`config.mk`:
```
export PLATFORM = sky130hd
export DESIGN_NAME = crmdec_top
export DESIGN_NICKNAME = d
export VERILOG_FILES = /design/src/design/crmdec_pkg.sv /design/src/design/crmdec_classify.sv /design/src/design/crmdec_top.sv
export VERILOG_INCLUDE_DIRS = /design/src /design/src/design
export SDC_FILE = /design/constraint.sdc
export NUM_CORES = 1
export LEC_CHECK = 0
export BUFFER_PORTS_ARGS = -buffer_cell sky130_fd_sc_hd__buf_2
export CORE_AREA = 2 2 87 89
export DETAILED_ROUTE_END_ITERATION = 8
export DIE_AREA = 0 0 89 91
export MAX_ROUTING_LAYER = met4
export SKIP_LAST_GASP = 1
export SLEW_MARGIN = 20
export SYNTH_ARGS = -nofsm -noshare
export SYNTH_HDL_FRONTEND = slang
export SYNTH_SLANG_ARGS = --single-unit
export TNS_END_PERCENT = 5
```
`constraint.sdc`:
```
create_clock -name clk_sys -period 2.1 [get_ports clk_sys]
set_input_delay 0.42 -clock clk_sys [delete_from_list [all_inputs] [get_ports clk_sys]]
set_output_delay 0.42 -clock clk_sys [all_outputs]
set_load 0.005 [all_outputs]
```
`src/design/crmdec_defines.svh`:
```
`ifndef CRMDEC_DEFINES_SVH
`define CRMDEC_DEFINES_SVH

// ----------------------------------------------------------------------
// Command codes
// ----------------------------------------------------------------------
`define CRMDEC_CMD_READ        4'h0
`define CRMDEC_CMD_WRITE       4'h8
`define CRMDEC_CMD_PERIODIC    4'hB

// ----------------------------------------------------------------------
// Addresses
// ----------------------------------------------------------------------
`define CRMDEC_GLOBAL_ADDR     4'h0
`define CRMDEC_NODE_REG_ADDR   8'h11
`define CRMDEC_PDC_EN_ADDR     8'h13
`define CRMDEC_PDC_EN_BIT      0

// ----------------------------------------------------------------------
// Reset values
// ----------------------------------------------------------------------
`define CRMDEC_NODE_RST        4'h0
`define CRMDEC_PDC_EN_RST      1'b0
`define CRMDEC_BYTE_ZERO       8'h00
`define CRMDEC_NIBBLE_ZERO     4'h0

`endif

```
`src/design/crmdec_pkg.sv`:
```
package crmdec_pkg;

	// ------------------------------------------------------------------
	// Frame carriers
	// ------------------------------------------------------------------
	// Received command, CRC already stripped
	typedef struct packed {
		logic [3:0] frame_node_address;
		logic [3:0] code;
		logic [7:0] register_byte_address;
		logic [7:0] data;
	} crmdec_cmd_t;

	// Reply before CRC and symbol coding
	typedef struct packed {
		logic [3:0] frame_node_address;
		logic [3:0] code;
		logic [7:0] data_hi;
		logic [7:0] data_lo;
	} crmdec_rsp_t;

	// Decoded action of one frame
	typedef struct packed {
		logic do_read;
		logic do_write;
		logic do_periodic;
		logic send_reply;
	} crmdec_action_t;

	// ------------------------------------------------------------------
	// Sequencer states
	// ------------------------------------------------------------------
	typedef enum logic [4:0] {
		ST_IDLE   = 5'b00001,
		ST_WRITE  = 5'b00010,
		ST_RD_LO  = 5'b00100,
		ST_RD_HI  = 5'b01000,
		ST_REPLY  = 5'b10000
	} crmdec_state_t;

endpackage : crmdec_pkg

```
`src/design/crmdec_classify.sv`:
```
`timescale 1ns/1ps
`default_nettype none
`include "crmdec_defines.svh"

module crmdec_classify (
	input  wire crmdec_pkg::crmdec_cmd_t    cmd,
	input  wire logic [3:0]                 node_address,
	output var  crmdec_pkg::crmdec_action_t action
);
	import crmdec_pkg::*;

	logic own_hit;
	logic global_hit;
	logic global_node_wr;

	// ------------------------------------------------------------------
	// Address match
	// ------------------------------------------------------------------
	// Global address never counts as own, even while node is zero
	assign global_hit = (cmd.frame_node_address == `CRMDEC_GLOBAL_ADDR);
	assign own_hit    = !global_hit &&
	                    (cmd.frame_node_address == node_address);
	// Global write of the node register while still unassigned
	assign global_node_wr = global_hit &&
		(cmd.register_byte_address == `CRMDEC_NODE_REG_ADDR) &&
		(node_address == `CRMDEC_NODE_RST);

	// ------------------------------------------------------------------
	// Command decode
	// ------------------------------------------------------------------
	always_comb begin
		action = '0;
		unique case (cmd.code)
			`CRMDEC_CMD_READ: begin
				action.do_read    = own_hit;
				action.send_reply = own_hit;
			end
			`CRMDEC_CMD_WRITE: begin
				action.do_write   = own_hit || global_node_wr;
				action.send_reply = own_hit || global_node_wr;
			end
			`CRMDEC_CMD_PERIODIC: begin
				action.do_periodic = own_hit || global_hit;
				action.send_reply  = own_hit;
			end
			default: action = '0;
		endcase
	end

endmodule : crmdec_classify

`default_nettype wire

```
`src/design/crmdec_top.sv`:
```
`timescale 1ns/1ps
`default_nettype none
`include "crmdec_defines.svh"

module crmdec_top (
	input  wire logic                    clk_sys,
	input  wire logic                    rst,
	// Command frames from the receiver
	input  wire logic                    cmd_valid,
	output var  logic                    cmd_ready,
	input  wire crmdec_pkg::crmdec_cmd_t cmd_in,
	input  wire logic                    cmd_crc_ok,
	// Reply frames to the transmitter
	output var  logic                    rsp_valid,
	input  wire logic                    rsp_ready,
	output var  crmdec_pkg::crmdec_rsp_t rsp_out,
	// Register bank access
	output var  logic [7:0]              bank_addr,
	input  wire logic [7:0]              bank_rdata,
	input  wire logic                    bank_readable,
	input  wire logic                    bank_writable,
	output var  logic                    bank_wr_en,
	output var  logic [7:0]              bank_wdata,
	// Device state
	output var  logic [3:0]              node_address,
	output var  logic                    periodic_collection_mode
);
	import crmdec_pkg::*;

	// ------------------------------------------------------------------
	// State
	// ------------------------------------------------------------------
	crmdec_state_t  state_reg;
	crmdec_state_t  state_next;
	crmdec_cmd_t    cmd_reg;
	crmdec_cmd_t    cmd_next;
	crmdec_rsp_t    rsp_reg;
	crmdec_rsp_t    rsp_next;
	logic [7:0]     bank_addr_reg;
	logic [7:0]     bank_addr_next;
	logic           zero_reg;
	logic           zero_next;
	logic [3:0]     node_address_register;
	logic [3:0]     node_next;
	logic           periodic_collection_enable;
	logic           pdc_en_next;

	crmdec_action_t action;
	logic           accept;
	logic           hit_node;
	logic           hit_pdc;
	logic           rd_ok;
	logic           wr_ok;
	logic [7:0]     rd_byte;

	// ------------------------------------------------------------------
	// Frame classification
	// ------------------------------------------------------------------
	crmdec_classify u_classify (
		.cmd          (cmd_in),
		.node_address (node_address_register),
		.action       (action)
	);

	// Decode runs on the offered frame, so taking it costs no cycle
	// Only a complete frame with good CRC is acted on
	assign cmd_ready = (state_reg == ST_IDLE);
	assign accept    = cmd_valid && cmd_ready && cmd_crc_ok;

	// ------------------------------------------------------------------
	// Register access multiplexer
	// ------------------------------------------------------------------
	// Node address and periodic enable live here, all else in the bank
	// Bank flags are ignored for these two internal addresses
	assign hit_node = (bank_addr_reg == `CRMDEC_NODE_REG_ADDR);
	assign hit_pdc  = (bank_addr_reg == `CRMDEC_PDC_EN_ADDR);
	assign rd_ok    = hit_node || hit_pdc || bank_readable;
	assign wr_ok    = hit_node || hit_pdc || bank_writable;

	always_comb begin
		rd_byte = `CRMDEC_BYTE_ZERO;
		if (hit_node) begin
			rd_byte = {`CRMDEC_NIBBLE_ZERO, node_address_register};
		end else if (hit_pdc) begin
			rd_byte[`CRMDEC_PDC_EN_BIT] = periodic_collection_enable;
		end else if (bank_readable) begin
			rd_byte = bank_rdata;
		end
	end

	// ------------------------------------------------------------------
	// Sequencer next state
	// ------------------------------------------------------------------
	always_comb begin
		state_next     = state_reg;
		cmd_next       = cmd_reg;
		rsp_next       = rsp_reg;
		bank_addr_next = bank_addr_reg;
		zero_next      = zero_reg;
		node_next      = node_address_register;
		pdc_en_next    = periodic_collection_enable;
		bank_wr_en     = 1'b0;
		unique case (state_reg)
			ST_IDLE: begin
				zero_next = 1'b0;
				if (accept) begin
					// Keep the frame; the bank address starts from it
					cmd_next       = cmd_in;
					bank_addr_next = cmd_in.register_byte_address;
					if (action.do_periodic) begin
						pdc_en_next = 1'b1;
					end
					if (action.do_write) begin
						state_next = ST_WRITE;
					end else if (action.do_read) begin
						state_next = ST_RD_LO;
					end else if (action.send_reply) begin
						// Periodic reply carries no data
						rsp_next.frame_node_address = node_address_register;
						rsp_next.code    = cmd_in.code;
						rsp_next.data_hi = `CRMDEC_BYTE_ZERO;
						rsp_next.data_lo = `CRMDEC_BYTE_ZERO;
						state_next       = ST_REPLY;
					end
					// Anything else stays idle; only frame, bank address and periodic enable change
				end
			end
			ST_WRITE: begin
				// One-cycle strobe; internal registers bypass the bank
				if (hit_node) begin
					node_next = cmd_reg.data[3:0];
				end else if (hit_pdc) begin
					pdc_en_next = cmd_reg.data[`CRMDEC_PDC_EN_BIT];
				end else begin
					bank_wr_en = bank_writable;
				end
				// Unwritable target blanks both reply bytes
				zero_next  = !wr_ok;
				state_next = ST_RD_LO;
			end
			ST_RD_LO: begin
				// Read back after the write has landed
				rsp_next.data_lo = (zero_reg || !rd_ok) ?
				                   `CRMDEC_BYTE_ZERO : rd_byte;
				zero_next        = zero_reg || !rd_ok;
				bank_addr_next   = bank_addr_reg + 8'h01;
				state_next       = ST_RD_HI;
			end
			ST_RD_HI: begin
				// High byte is read from the next address up
				rsp_next.data_hi = zero_reg ?
				                   `CRMDEC_BYTE_ZERO : rd_byte;
				// Address field taken after any node address update
				rsp_next.frame_node_address = node_address_register;
				rsp_next.code = cmd_reg.code;
				state_next    = ST_REPLY;
			end
			ST_REPLY: begin
				// Reply stands until the transmitter takes it
				if (rsp_ready) begin
					state_next = ST_IDLE;
				end
			end
			default: begin
				state_next = ST_IDLE;
			end
		endcase
	end

	// ------------------------------------------------------------------
	// Sequencer registers
	// ------------------------------------------------------------------
	// Whole sequencer returns to idle with no reply pending
	always_ff @(posedge clk_sys or posedge rst) begin
		if (rst) begin
			state_reg                  <= ST_IDLE;
			cmd_reg                    <= '0;
			rsp_reg                    <= '0;
			bank_addr_reg              <= `CRMDEC_BYTE_ZERO;
			zero_reg                   <= 1'b0;
			node_address_register      <= `CRMDEC_NODE_RST;
			periodic_collection_enable <= `CRMDEC_PDC_EN_RST;
		end else begin
			state_reg                  <= state_next;
			cmd_reg                    <= cmd_next;
			rsp_reg                    <= rsp_next;
			bank_addr_reg              <= bank_addr_next;
			zero_reg                   <= zero_next;
			node_address_register      <= node_next;
			periodic_collection_enable <= pdc_en_next;
		end
	end

	// ------------------------------------------------------------------
	// Outputs
	// ------------------------------------------------------------------
	assign rsp_valid                = (state_reg == ST_REPLY);
	assign rsp_out                  = rsp_reg;
	assign bank_addr                = bank_addr_reg;
	// Write data straight from the captured frame
	assign bank_wdata               = cmd_reg.data;
	assign node_address             = node_address_register;
	assign periodic_collection_mode = periodic_collection_enable;

endmodule : crmdec_top

`default_nettype wire

```
* Yosys cells after proc, flatten, opt, wreduce, memory -nomap -nowiden
Index checks and enable logic that the tools add are counted.
Word-level totals: flip-flop bits (word level) 55, output and inout port bits 48
Cells by class: add/subtract/negate cells 1, equal/unequal tests 20, mux-type cells 33, reduce and logical (&&, ||, !) cells 29
Operators with widths (number):
- $mux W24 | 4
- $mux W8 | 5
- $pmux W16 S2 | 1
- $pmux W8 S2 | 2
- $mux W5 | 5
- $pmux W5 S5 | 1
- $eq A8 B5 Y1 const B | 3
- $reduce_and A5 Y1 | 3
- $logic_not A4 Y1 | 3
- $mux W1 | 11
- $add A8 B1 Y8 const B | 1
- $eq A4 B4 Y1 const B | 2
- $ne A2 B1 Y1 const B | 4
- $ne A2 B2 Y1 const B | 4
- $mux W7 | 1
- $logic_or A1 B1 Y1 | 6
- $reduce_and A2 Y1 | 3
- $reduce_bool A2 Y1 | 3
- $eq A5 B1 Y1 const B | 1
- $eq A5 B2 Y1 const B | 1
- $eq A5 B3 Y1 const B | 1
- $eq A5 B4 Y1 const B | 1
- $eq A5 B5 Y1 const B | 1
- $logic_and A1 B1 Y1 | 5
- 8 further kinds | 11

* Longest topological paths before layout
Gate-level depths: netlist (run 1).
depth in word-level cells 10, mapped depth 7, gate-level depth less buffers 6

* By module
From an unflattened synthesis (run 1), not the netlist that was laid out.
Unflattened totals: cells, all modules 277, area total of the unflattened synthesis 2965.3 µm²
By module, submodules not included:
- crmdec_top | instances 1, cells an instance 255, area an instance 2761.4 µm²
- crmdec_classify | instances 1, cells an instance 22, area an instance 203.9 µm²

* Least setup slack after synthesis (run 1)
OpenSTA, ideal clock, no wires.
path type register to register, from register bank_addr_reg[2] (netlist: bank_addr[2]), to register node_address_register[0] (netlist: node_address[0]), library setup time 0.125 ns, arrival 1.623 ns, slack 0.352 ns, cell stages (with the launch flop) 6, path through dfrtp_1 -> nor4b_4 -> and2_1 -> nand2_1 -> nor2_1 -> mux2_2
Between the ends: longest elaborated chain between the ends 2
RTL lines:
- from (decl) | RTL line crmdec_top.sv:39 | logic [7:0] bank_addr_reg;
- from (signal assigned) | RTL line crmdec_top.sv:179 | bank_addr_reg <= `CRMDEC_BYTE_ZERO;
- from (signal assigned) | RTL line crmdec_top.sv:187 | bank_addr_reg <= bank_addr_next;
- $eq A8 B5 Y1 (no source line)
- $reduce_and A2 Y1 (no source line)
- to (signal assigned) | RTL line crmdec_top.sv:181 | node_address_register <= `CRMDEC_NODE_RST;
- to (signal assigned) | RTL line crmdec_top.sv:189 | node_address_register <= node_next;
- to (decl) | RTL line crmdec_top.sv:43 | logic [3:0] node_address_register;
Every way passes these cells. A chain may end at the register's enable or synchronous reset.

* Final worst setup path (run 1)
from register bank_addr_reg[1] (netlist: bank_addr[1]), to output bank_wr_en
Between the ends: longest elaborated chain between the ends 4
RTL lines:
- $eq A8 B5 Y1 (no source line)
- $mux W1 | RTL line crmdec_top.sv:132 | end else if (hit_pdc) begin
- $mux W1 (*) | RTL line crmdec_top.sv:130 | if (hit_node) begin
- $mux W1 (*) | RTL line crmdec_top.sv:103 | unique case (state_reg)
- to (decl) | RTL line crmdec_top.sv:22 | output var logic bank_wr_en,
Mark *: on every way between the ends. The rest lies on a longest branch, timed or not.

==> run summary, run 1 <==
Summing the sequential cell areas from Yosys gives slightly below 50% of the chip area. The most used flip-flop cell after synthesis is sky130_fd_sc_hd__dfrtp_1. The peak fanout along the critical path came out at 3. The clock-pin slew reported for the worst setup and hold paths after clock tree synthesis came out at approximately 0.10 ns. The synthesis-stage register bit count is 55.

The startpoint-to-endpoint class of the critical path is flop to output port. The run finished with clean final reports. The total congestion overflow after global routing came out at 0.

The total power came out at between 0.002 and 0.0025 W. The post-synthesis net count came out at 320. For this run, the number of Yosys warnings is 0. The die area came out at a little over 8000 µm². The mean instance size in the synthesized netlist is just over 10 µm². The filler cell count in the final layout is roughly 740. The antenna violation net count after detailed routing came out at 0. Max-cap violations in this run came to 0. The number of global-route vias before repair is approximately 2400.

The number of diodes came out at 0. The clock net in this run drives a total of 55 sinks. Setup repair after global routing could not meet its margin everywhere. Counting distinct cell types in the post-synthesis netlist gives 55. The number of buffers inserted by port buffering is 86. The half-perimeter wire length after placement came out at about 5.5 mm.

The per-cell via count in the routed design came out at roughly 5.1. The first-iteration detailed-routing DRC count came out at 167. The number of hold violations in the final report is 0. The share of the cycle needed by the critical path after routing is between 90% and 100%. In this run the power density over the cells is 584 nW/µm². The summed negative setup slack over all endpoints is 0 ns. For the worst setup path, the data arrival time is about 1.6 ns. sky130_fd_sc_hd__dfrtp_1 takes more of the synthesized area than any other cell. TritonCTS built the clock tree.

The number of antenna violations at the first check in global routing came to 0. The maximum clock insertion buffer count came out at 2. For this design the top-level I/O count stands at 87. The area of the placeable core is roughly 7100 µm². The pre-antenna-repair detailed-routing pass consisted of 4 iterations. The worst setup path is launched from a flop. The quantity of hold-fixing buffers added after cts is 0. The final-stage net count is ~410.

The average routed wire per standard cell came out at between 15 and 20 µm. Headroom to the max-slew limit came out at 76.3%. The highest signal layer in the routed design is met4. The area share of the largest cell type after synthesis is 48.1%. The detailed-route via count is roughly 2400. Summed over all nets, wire length on met3 after detailed routing comes to roughly 370 µm. The floorplan step set the die height to 91 µm. The pin count of the biggest net entering global routing came out at 56. Wire segments on met2 add up to 3.42 mm in the final route. The detailed-routing wirelength on met1 came out at between 3 and 4 mm. For the pin with the worst max-slew slack, the measured transition is ~0.35 ns. The worst hold path belongs to the class input port to async pin. The worst setup path is captured at an output port. The level count of the clock H-tree came out at 2.

The clock latency on the worst-skew pair is 0.31 ns. The final clock skew came out at ~0.0071 ns. The async set-reset flop share out of synthesis is 100%.

The total global routing track utilization is between 10% and 20%. The floorplan row count came out at 31. Cells with a size suffix above 1 make up 36.7% of the layout. The final estimated routing congestion in global placement is around 0.86.

For the finished layout, the period the worst path requires is about 2.0 ns. The wire length of the first global-routing pass came out at 11.5 mm. The final count of negative-setup-slack endpoints came out at 0. For this block, the routed nets add up to 7.26 mm of wire. The number of enable flip-flop cells after synthesis is 0. By area the synthesized netlist is led by sky130_fd_sc_hd__dfrtp_1 48%, sky130_fd_sc_hd__nand2_1 7.1%, sky130_fd_sc_hd__a22o_1 5.0%.

The setup check on the worst reg-to-reg path leaves a slack of 0.17 ns. The static leakage came out at about 1.8 nW. The synthesis-to-layout area growth came out at 24.9%. The worst vdd rail ir drop is between 0.0003 and 0.0004 V.

STA puts the critical path data required time at between 1.5 and 2 ns. The gate count of the mapped netlist is 279. The synthesized cell area is around 2800 µm². In this run the clock root is driven by a sky130_fd_sc_hd__clkbuf_8. The die boundary width is a little under 90 µm. The post-detailed-route DRC marker count came out at 0. The max-slew violation total from the final report came out at 0. The maximum clock frequency came out at slightly below 500 MHz. The register with the most flip-flops in the layout has 24 of them. The number of buffers added by the clock tree synthesis step came out at 5. On the final layout, the worst hold slack is 0.141 ns. The starting utilization of the core area is 39.3%.
==> metrics by stage <==
step           setup WS, ns  instance area (µm²)  util, %  instances
6_report             0.0710                 3510     49.1        472
3_5_place_dp          0.169                 3370     47.2        459
5_1_grt             -0.0451                 3510     49.1        472
2_1_floorplan         0.339                 2810        -        279
4_1_cts             0.00940                 3470     48.6        468
3_3_place_gp          0.208                 3370     47.2        459
==> where the power goes <==
group,total [W],switching [W],internal [W]
sequential,0.00116,0.0000519,0.00111
combinational,0.000291,0.000156,0.000135
clock,0.000591,0.000355,0.000236
total,0.00205,0.000563,0.00148
==> synthesized netlist by cell type, types with 2 or more instances <==
cell	instances
sky130_fd_sc_hd__nand3_1	3
sky130_fd_sc_hd__mux2_2	4
sky130_fd_sc_hd__nand4b_1	3
sky130_fd_sc_hd__nand3b_1	2
sky130_fd_sc_hd__inv_1	10
sky130_fd_sc_hd__o211ai_1	5
sky130_fd_sc_hd__nor2_1	15
sky130_fd_sc_hd__ha_1	2
sky130_fd_sc_hd__o22ai_1	2
sky130_fd_sc_hd__a32o_1	3
sky130_fd_sc_hd__mux2i_1	4
sky130_fd_sc_hd__clkbuf_1	6
sky130_fd_sc_hd__buf_4	12
sky130_fd_sc_hd__nor4b_1	3
sky130_fd_sc_hd__nand4_1	4
sky130_fd_sc_hd__buf_2	2
sky130_fd_sc_hd__nor3_1	7
sky130_fd_sc_hd__o21a_1	2
sky130_fd_sc_hd__o21ai_0	10
sky130_fd_sc_hd__or4_1	2
sky130_fd_sc_hd__mux2_4	4
sky130_fd_sc_hd__xnor2_1	4
sky130_fd_sc_hd__o31ai_1	3
sky130_fd_sc_hd__buf_6	2
sky130_fd_sc_hd__o32ai_1	2
sky130_fd_sc_hd__and3_1	3
sky130_fd_sc_hd__a22o_1	16
sky130_fd_sc_hd__nand2_1	53
sky130_fd_sc_hd__a21oi_1	11
sky130_fd_sc_hd__dfrtp_1	54
sky130_fd_sc_hd__a21o_1	2
==> cell families after synthesis <==
kind of cell | Yosys count | share of synthesized area [%]
adder cells (fa/ha/maj) | 2 | 0.892
AO/OA/AOI/OAI | 63 | 16.4
multiplexers | 12 | 5.17
buffers and inverters | 33 | 6.69
XOR/XNOR | 5 | 1.56
AND/OR/NAND/NOR | 109 | 20.2
flip-flops | 55 | 49.1
==> per-layer routing <==
| metal | up-vias | GRT usage (%) |
|---|---|---|
| li1 | 1177 | - |
| met5 | - | - |
| met4 | 0 | 4.48 |
| met1 | 1156 | 26.3 |
| met2 | 73 | 28.3 |
| met3 | 5 | 3.09 |
==> worst paths after layout <==
path,startpoint,endpoint,cells after the start
worst min register to register,bank_wdata[4],bank_wdata[4],2
worst max register to register,bank_addr[5],node_address[2],5
worst min-delay path,rst,rsp_out[4],3
max in group asynchronous,rst,state_reg[0],3
worst max-delay path,bank_addr[1],bank_wr_en,5
min in group clk_sys,bank_writable,zero_reg,2
==> what timing repair did <==
item                                    CTS  global route
pin swaps                                 1             3
hold endpoints to repair                  0             0
buffers inserted                          1             4
endpoints found under the setup margin    1             6
gates resized for setup                   0             4
==> worst max-delay path, stage by stage, from the launching register on <==
cell and delay [ns]:
sky130_fd_sc_hd__dfrtp_1 0.39, sky130_fd_sc_hd__buf_4 0.14, sky130_fd_sc_hd__ha_1 0.20, sky130_fd_sc_hd__o211ai_1 0.27
sky130_fd_sc_hd__and3_1 0.19, sky130_fd_sc_hd__buf_2 0.12
==> cells in the final DEF, fill, tap and decap left out, types with 7 or more instances in the layout <==
cell type and instances:
sky130_fd_sc_hd__a21oi_1 11, sky130_fd_sc_hd__a22o_1 16, sky130_fd_sc_hd__buf_2 86, sky130_fd_sc_hd__buf_4 21
sky130_fd_sc_hd__dfrtp_1 51, sky130_fd_sc_hd__inv_1 9, sky130_fd_sc_hd__nand2_1 53, sky130_fd_sc_hd__nor2_1 15
sky130_fd_sc_hd__nor3_1 7, sky130_fd_sc_hd__o21ai_0 10
==> area by class of cell <==
| cell class | instances | area (µm²) | share of cell area, % |
|---|---|---|---|
| Tap cell | 99 | 124 | 3.53 |
| Timing Repair Buffer | 109 | 628 | 17.9 |
| Multi-Input combinational cell | 191 | 1250 | 35.6 |
| Sequential cell | 55 | 1380 | 39.4 |
| Inverter | 10 | 37.5 | 1.07 |
| Clock inverter | 3 | 18.8 | 0.535 |
| Clock buffer | 5 | 68.8 | 1.96 |
Note: power is estimated with default switching activity, not from simulation.
==> run 2: changes to the inputs <==
Settings changed: PLACE_DENSITY_LB_ADDON set to 0.15.
==> run 2 against run 1 <==
Net effect: global-route usage increased by 0.46 points; via count is 0.25% lower; fmax down 1.8%; combinational power is 4% lower; clock skew up 0.0062 ns; routed wire length grew 0.51%; sequential cell count is the same; cell area increased by 0.11%; sequential power about the same; largest cell class unchanged; largest power group unchanged.
==> run summary, run 2 (synthesis gave the netlist of run 1 again) <==
The flow ran to the end, and the final reports show no timing, DRC or antenna violations. The max-slew headroom at the worst pin came out at between 50 and 60%. Setup violations remaining at the end of the flow were counted as 0. The maximum clock frequency is about 480 MHz.

The static leakage came out at roughly 1.8 nW. For this block, the routed nets add up to between 7 and 8 mm of wire. The I/O pin count is 87. The pin count of the biggest net entering global routing came out at 27.

The first global-routing pass estimated between 10 and 15 mm of wire. The root buffer cell chosen for the clock tree is sky130_fd_sc_hd__clkbuf_8. The smallest hold slack is approximately 0.10 ns. The most common cell after layout, fill and taps aside is sky130_fd_sc_hd__buf_2.

The summed negative setup slack over all endpoints is 0 ns. The die area is ~8100 µm². The signal on the critical path passes through ha_1 -> o211ai_1 -> and3_1 -> buf_2. Clock skew on the completed layout was measured at between 0.01 and 0.015 ns. The final estimated routing congestion in global placement came out at ~0.85. The actual slew at the worst max-slew pin is roughly 0.72 ns.

The startpoint type of the worst setup path is a flop. The number of buffers inserted by port buffering came out at 86. The area of the placeable core came out at between 7000 and 8000 µm². The starting utilization of the core area is 39.3%. The number of cell instances on the worst register-to-register path came out at 6. STA puts the critical path data required time at between 1.5 and 2 ns. The CTS tree is built. In the final routed layout, each cell accounts on average for about 15 µm. Across the VDD grid, the largest voltage drop is around 0.00033 V.

Setup repair after global routing could not meet its margin everywhere. The post-detailed-route DRC marker count is 0. The total global routing track utilization came out at 19.1%. The slowest stage cell on the critical path is sky130_fd_sc_hd__dfrtp_1.

The share of the cycle needed by the critical path after routing is between 90% and 100%. The filler cell count in the final layout came out at between 700 and 800. The number of antenna violations at the first check in global routing is 0. The final-stage net count is ~410. Of the cells placed in the final design, the portion with a size suffix greater than 1 is a little under two fifths. Row generation in the floorplan step produced 31 rows. The antenna violation net count after detailed routing is 0.

The H-tree was split into 2 levels. Once layout is complete, the utilization of the core stands at between 40% and 50%. The vertical extent of the die came out at a little over 90 µm. The TritonCTS sink count is 55.

Using the TritonRoute via totals, the vias-per-cell ratio works out to approximately 5. The synthesis-to-layout area growth is 25.1%. Registers take around 1400 µm². The first-pass iteration count of the detailed router came out at 5. The half-perimeter wire length after placement came out at about 5.6 mm. The peak fanout along the critical path is 6. The total congestion overflow after global routing came out at 0.

The total area of multi-input combinational cells came out at about 1200 µm². The quantity of hold-fixing buffers added after cts came out at 0. The clock latency on the worst-skew pair came out at roughly 0.32 ns. The repair_antennas step left the layout with diodes totalling 0. The nature of the critical path endpoint is an output port.

The maximum clock insertion buffer count is 2. The flip-flop count of the largest register after layout came out at 24. The number of global-route vias before repair is 2342. The clock-pin slew reported for the worst setup and hold paths after clock tree synthesis came out at around 0.11 ns. The number of buffers added by the clock tree synthesis step is 5. The floorplan step set the die width to between 80 and 90 µm. The library cells used most frequently in the layout, excluding fill and tap cells, are 86 x sky130_fd_sc_hd__buf_2, 53 x sky130_fd_sc_hd__nand2_1, 50 x sky130_fd_sc_hd__dfrtp_1.

The worst slack at placement is between 0.1 and 0.15 ns. The peak per-stage delay on the critical path is 0.44 ns. The max-capacitance violation count came out at 0.

The first-iteration detailed-routing DRC count came out at 153. The worst endpoint data arrival time came out at 1.65 ns. The worst setup path is of the flop to output port kind.

Setup slack on the critical path of the routed design comes to 0.0331 ns. The number of hold violations in the final report is 0. The power per unit of standard cell area is roughly 590 nW/µm².

The max-slew violation total from the final report is 0. The detailed-route via count is about 2400. The worst path in the final design needs a cycle of 2.07 ns, including I/O delays and setup.

In this run the worst hold path is classified as input port to async pin.
[run 2: worst paths after layout]
kind                                    start               to  slack [ns]
worst min register to register  bank_wdata[6]    bank_wdata[6]        0.48
worst max register to register   bank_addr[5]  node_address[3]        0.15
max in group asynchronous                 rst       rsp_out[7]        1.34
min in group clk_sys            bank_writable         zero_reg        0.28
worst max-delay path             bank_addr[0]       bank_wr_en        0.03
worst min-delay path                      rst     bank_addr[3]        0.10
[run 2: what timing repair did]
item                                    4_1_cts  5_1_grt
resized for setup                             2        3
gates cloned                                  0        0
pin swaps                                     2        1
endpoints found under the setup margin        1        5
buffers inserted                              3        0
[run 2: worst max-delay path, delay by kind of cell (launching register included)]
| kind | cells | cell delay, ns |
|---|---|---|
| fa+ha+maj | 1 | 0.30 |
| flops | 1 | 0.44 |
| simple gates | 1 | 0.21 |
| compound gates | 1 | 0.25 |
| buf+inv | 1 | 0.12 |
[run 2: cell type report]
class | instances | share of cell area [%]
Sequential cell | 55 | 39.4
Multi-Input combinational cell | 191 | 35.4
Timing Repair Buffer | 109 | 17.9
Tap cell | 99 | 3.53
Clock buffer | 5 | 1.96
Inverter | 10 | 1.07
Clock inverter | 3 | 0.713
[run 2: metal layers]
layer | GRT usage [%] | vias up | share of wire (%)
li1 | - | 1175 | -
met1 | 27.2 | 1143 | 47
met2 | 27.9 | 80 | 46
met3 | 3.64 | 7 | 6.5
met4 | 5.22 | 0 | 1.2
met5 | - | - | 0
[run 2: power breakdown]
group / switching [W] / total, W / internal, W
Sequential: 0.0000544 / 0.00117 / 0.00111
Combinational: 0.000150 / 0.000278 / 0.000128
Clock: 0.000371 / 0.000610 / 0.000239
Total: 0.000575 / 0.00206 / 0.00148
[run 2: per-stage QoR]
stage          power, W  cell area [µm²]  cells
6_report        0.00206             3510    472
5_1_grt         0.00217             3510    472
2_1_floorplan   0.00134             2810    279
3_5_place_dp    0.00146             3390    461
4_1_cts         0.00209             3500    472
3_3_place_gp    0.00146             3390    461
==> run 3: changes to the inputs <==
Settings changed: ABC_AREA set to 1, CORE_AREA 2 2 87 89 to 2 2 91 93, DIE_AREA 0 0 89 91 to 0 0 93 95.
==> run 3 against run 2 <==
Net effect: global-route usage is 0.57 points lower; sequential cell count is the same; power grew 73%; cell count rose by 24%; highest routed layer unchanged.
==> run summary, run 3 <==
The flow ran to the end, and the final reports show no timing, DRC or antenna violations. In the layout the commonest cells are 137 x sky130_fd_sc_hd__nand2_1, 86 x sky130_fd_sc_hd__buf_2, 53 x sky130_fd_sc_hd__dfrtp_1. The initial utilization of the core area, before any placement, comes to about two fifths.

For this run, the leading register cell type out of synthesis is sky130_fd_sc_hd__dfrtp_1. STA classifies the critical path endpoint as an output port. The clock latency on the worst-skew pair came out at 0.31 ns. The worst vdd rail ir drop is between 0.0004 and 0.0005 V. After synthesis, the most frequently instantiated cells are 137 x sky130_fd_sc_hd__nand2_1, 54 x sky130_fd_sc_hd__dfrtp_1, 41 x sky130_fd_sc_hd__inv_1.

The critical path data required time is roughly 1.7 ns. Timing would allow up to just under 500 MHz. The distinct cell type count after synthesis is 37. In the post-synthesis netlist, the cell with the most instances is sky130_fd_sc_hd__nand2_1. The per-cell via count in the routed design came out at 4.62.

Global routing used between 10% and 20% of the available tracks across all layers. The area of the placeable core came out at between 7000 and 8000 µm². For this design the top-level I/O count stands at 87. TritonCTS built the clock tree.

The gate count of the mapped netlist came out at 398. The multiplexer share of the synthesized area is 0%. The first-pass iteration count of the detailed router is 6. The sequential share of the synthesized area came out at 45.3%.

The arithmetic-cell share of the synthesized area counting full adders, half adders and majority gates came out at 0.823%. At the end of routability-driven placement, the weighted congestion stood at approximately 0.90. The wire length of the first global-routing pass is between 10 and 15 mm. The post-detailed-route DRC marker count is 0.

The die boundary width is ~93 µm. The level count of the clock H-tree is 2. The half-perimeter wire length after placement is between 5 and 6 mm. The setup check on the worst reg-to-reg path leaves a slack of around 0.3 ns. The path type of the worst min-delay path is input port to async pin. The number of antenna violations at the first check in global routing came to 0. STA classifies the critical path startpoint as a flop. The flip-flop count of the largest register after layout is 24. The first-iteration detailed-routing DRC count is between 100 and 150. The number of buffers added by the clock tree synthesis step is 5. The final-stage net count came out at around 520. The number of buffers inserted by port buffering is 86. The synthesized design contains 0 enable-type register cells. The mean instance size in the synthesized netlist is roughly 7.6 µm². The die area came out at approximately 8800 µm².

The summed negative setup slack over all endpoints is 0 ns. Of the available clock period, the critical path in the final layout requires a little over nine tenths. The synthesis-stage register bit count is 55. The maximum clock insertion buffer count came out at 2.

The peak fanout along the critical path came out at 3. The synthesized netlist devotes under 10% of its cell area to compound gates. The max-slew violation total from the final report is 0. Dividing total power by cell area gives a power density of 972 nW/µm². The startpoint identified for the worst register-to-register timing path is state_reg[0]. The XOR/XNOR share of the synthesized area came out at less than 1%. The area share of the largest cell type after synthesis is between 40% and 50%. The number of global-route vias before repair is around 2600. sky130_fd_sc_hd__dfrtp_1 takes more of the synthesized area than any other cell. The async set-reset flop share out of synthesis is 100%. The actual slew at the worst max-slew pin is 0.473 ns.

Buffers inserted to repair hold after CTS numbered 0. The final count of negative-setup-slack endpoints came out at 0. The clock-pin slew reported for the worst setup and hold paths after clock tree synthesis came out at 0.11 ns. The detailed-route via count is roughly 2700. The most common cell after layout, fill and taps aside is sky130_fd_sc_hd__nand2_1. The max-slew headroom at the worst pin came out at approximately 68%. The vertical extent of the die came out at 95 µm. Max-cap violations in this run came to 0. The synthesis-to-layout area growth is 20.6%.

By area, the combinational part of the netlist is dominated by simple AND/OR/NAND/NOR gates. The tree is rooted in a sky130_fd_sc_hd__clkbuf_8. The average routed wire per standard cell is between 10 and 15 µm.

The mapped netlist covers between 3000 and 4000 µm². The total wire length came out at between 7 and 8 mm. The static leakage came out at ~2.1 nW. The number of cells in the design after placement is 574. Entering global routing, the biggest net connects between 50 and 60 pins.

The floorplan row count is 33. The share of final-layout standard cells stronger than drive strength 1 is roughly 30%. The worst path in the final design needs a cycle of around 2.0 ns, including I/O delays and setup. The layout has approximately 850 filler cells. The post-synthesis net count came out at 439. The worst setup path startpoint is state_reg[2]. The final instance area came out at between 3000 and 4000 µm².

For this design, the sink count on the clock tree is 55. The number of hold violations in the final report is 0. The setup path with the least slack is of type flop to output port. Setup repair after global routing left no endpoint under its margin. Summing the areas of all and, or, nand and nor instances in the mapped netlist gives roughly a third of the synthesized area. Ranked by total cell area, the synthesized netlist is headed by sky130_fd_sc_hd__dfrtp_1 44%, sky130_fd_sc_hd__nand2_1 17%, sky130_fd_sc_hd__inv_1 5.1%. The utilization of the core after routing is a little under half. Yosys printed 0 warnings.

The area of placed instances came out at 3510 µm². The final clock skew is about 0.010 ns. For this run, the number of standard cells in the final layout without fillers is 583. The number of diodes came out at 0. The total congestion overflow after global routing is 0.

The antenna violation net count after detailed routing is 0. The worst endpoint data arrival time is between 1.5 and 2 ns.
## run 3: cell count changes after synthesis, sizes merged, moves of 6 or more
| cell | before | now |
|---|---|---|
| nand2 | 53 | 151 |
| inv | 10 | 52 |
| nand4 | 4 | 22 |
| a22o | 16 | 0 |
| nand3 | 3 | 19 |
| o21ai | 10 | 23 |
| nor2 | 16 | 28 |
| mux2 | 8 | 0 |
| nor3 | 8 | 1 |
| clkbuf | 7 | 1 |
## run 3: per-stage QoR
step | setup WS [ns] | hold slack, ns | total power (W)
6_report | 0.0814 | 0.157 | 0.00357
5_1_grt | 0.0111 | 0.188 | 0.00387
4_1_cts | 0.0237 | 0.167 | 0.00360
3_5_place_dp | 0.258 | 0.457 | 0.00276
2_1_floorplan | 0.339 | 0.443 | 0.00242
3_3_place_gp | 0.271 | 0.451 | 0.00273
## run 3: final cells by class
| cell class | instances | area [µm²] | share of cell area, % |
|---|---|---|---|
| clock inverters | 2 | 60.1 | 1.64 |
| clock buffers | 6 | 72.6 | 1.98 |
| multi-input cells | 269 | 1330 | 36.2 |
| flip-flops and latches | 55 | 1380 | 37.6 |
| inverters | 53 | 204 | 5.56 |
| well taps | 105 | 131 | 3.58 |
| repair buffers | 93 | 495 | 13.5 |
## run 3: logic make-up after synthesis
kind of cell	Yosys count
AND/OR/NAND/NOR	224
buffers and inverters	74
flip-flops	55
AO/OA/AOI/OAI	42
adder cells (fa/ha/maj)	2
XOR/XNOR	1
## run 3: path summary, 6_finish.rpt
path | cells past startpoint | to
worst max-delay path | 6 | bank_wr_en
worst max register to register | 9 | bank_addr[2]
max in group asynchronous | 3 | state_reg[0]
worst min-delay path | 3 | rsp_out[21]
min in group clk_sys | 2 | zero_reg
worst min register to register | 2 | bank_wdata[5]
## run 3: routing by layer
layer	up-vias	part of all wire, %	global-route usage, %
li1	1405	-	-
met3	6	4.7	2.55
met5	-	0	-
met2	65	45	29.0
met4	0	0.91	4.17
met1	1216	49	25.8
## run 3: repair_timing
item / in CTS / in global routing
setup endpoints to repair: 1 / 1
pin swaps: 1 / 0
resized for setup: 1 / 3
setup buffers: 1 / 0
cloned: 0 / 0
## run 3: worst max-delay path, stage by stage, from the launching register on
cell and delay [ns]:
sky130_fd_sc_hd__dfrtp_1 0.42, sky130_fd_sc_hd__nor2_1 0.18, sky130_fd_sc_hd__nand4_1 0.15, sky130_fd_sc_hd__inv_1 0.13, sky130_fd_sc_hd__nand2_1 0.09, sky130_fd_sc_hd__nor3b_2 0.18, sky130_fd_sc_hd__buf_2 0.14
## run 3: report_power, final
| group | internal, W | leakage (nW) | total [W] | switching (W) |
|---|---|---|---|---|
| Sequential | 0.00132 | 0.712 | 0.00152 | 0.000204 |
| Clock | 0.000477 | 0.0654 | 0.000838 | 0.000361 |
| Combinational | 0.000469 | 1.32 | 0.00120 | 0.000734 |
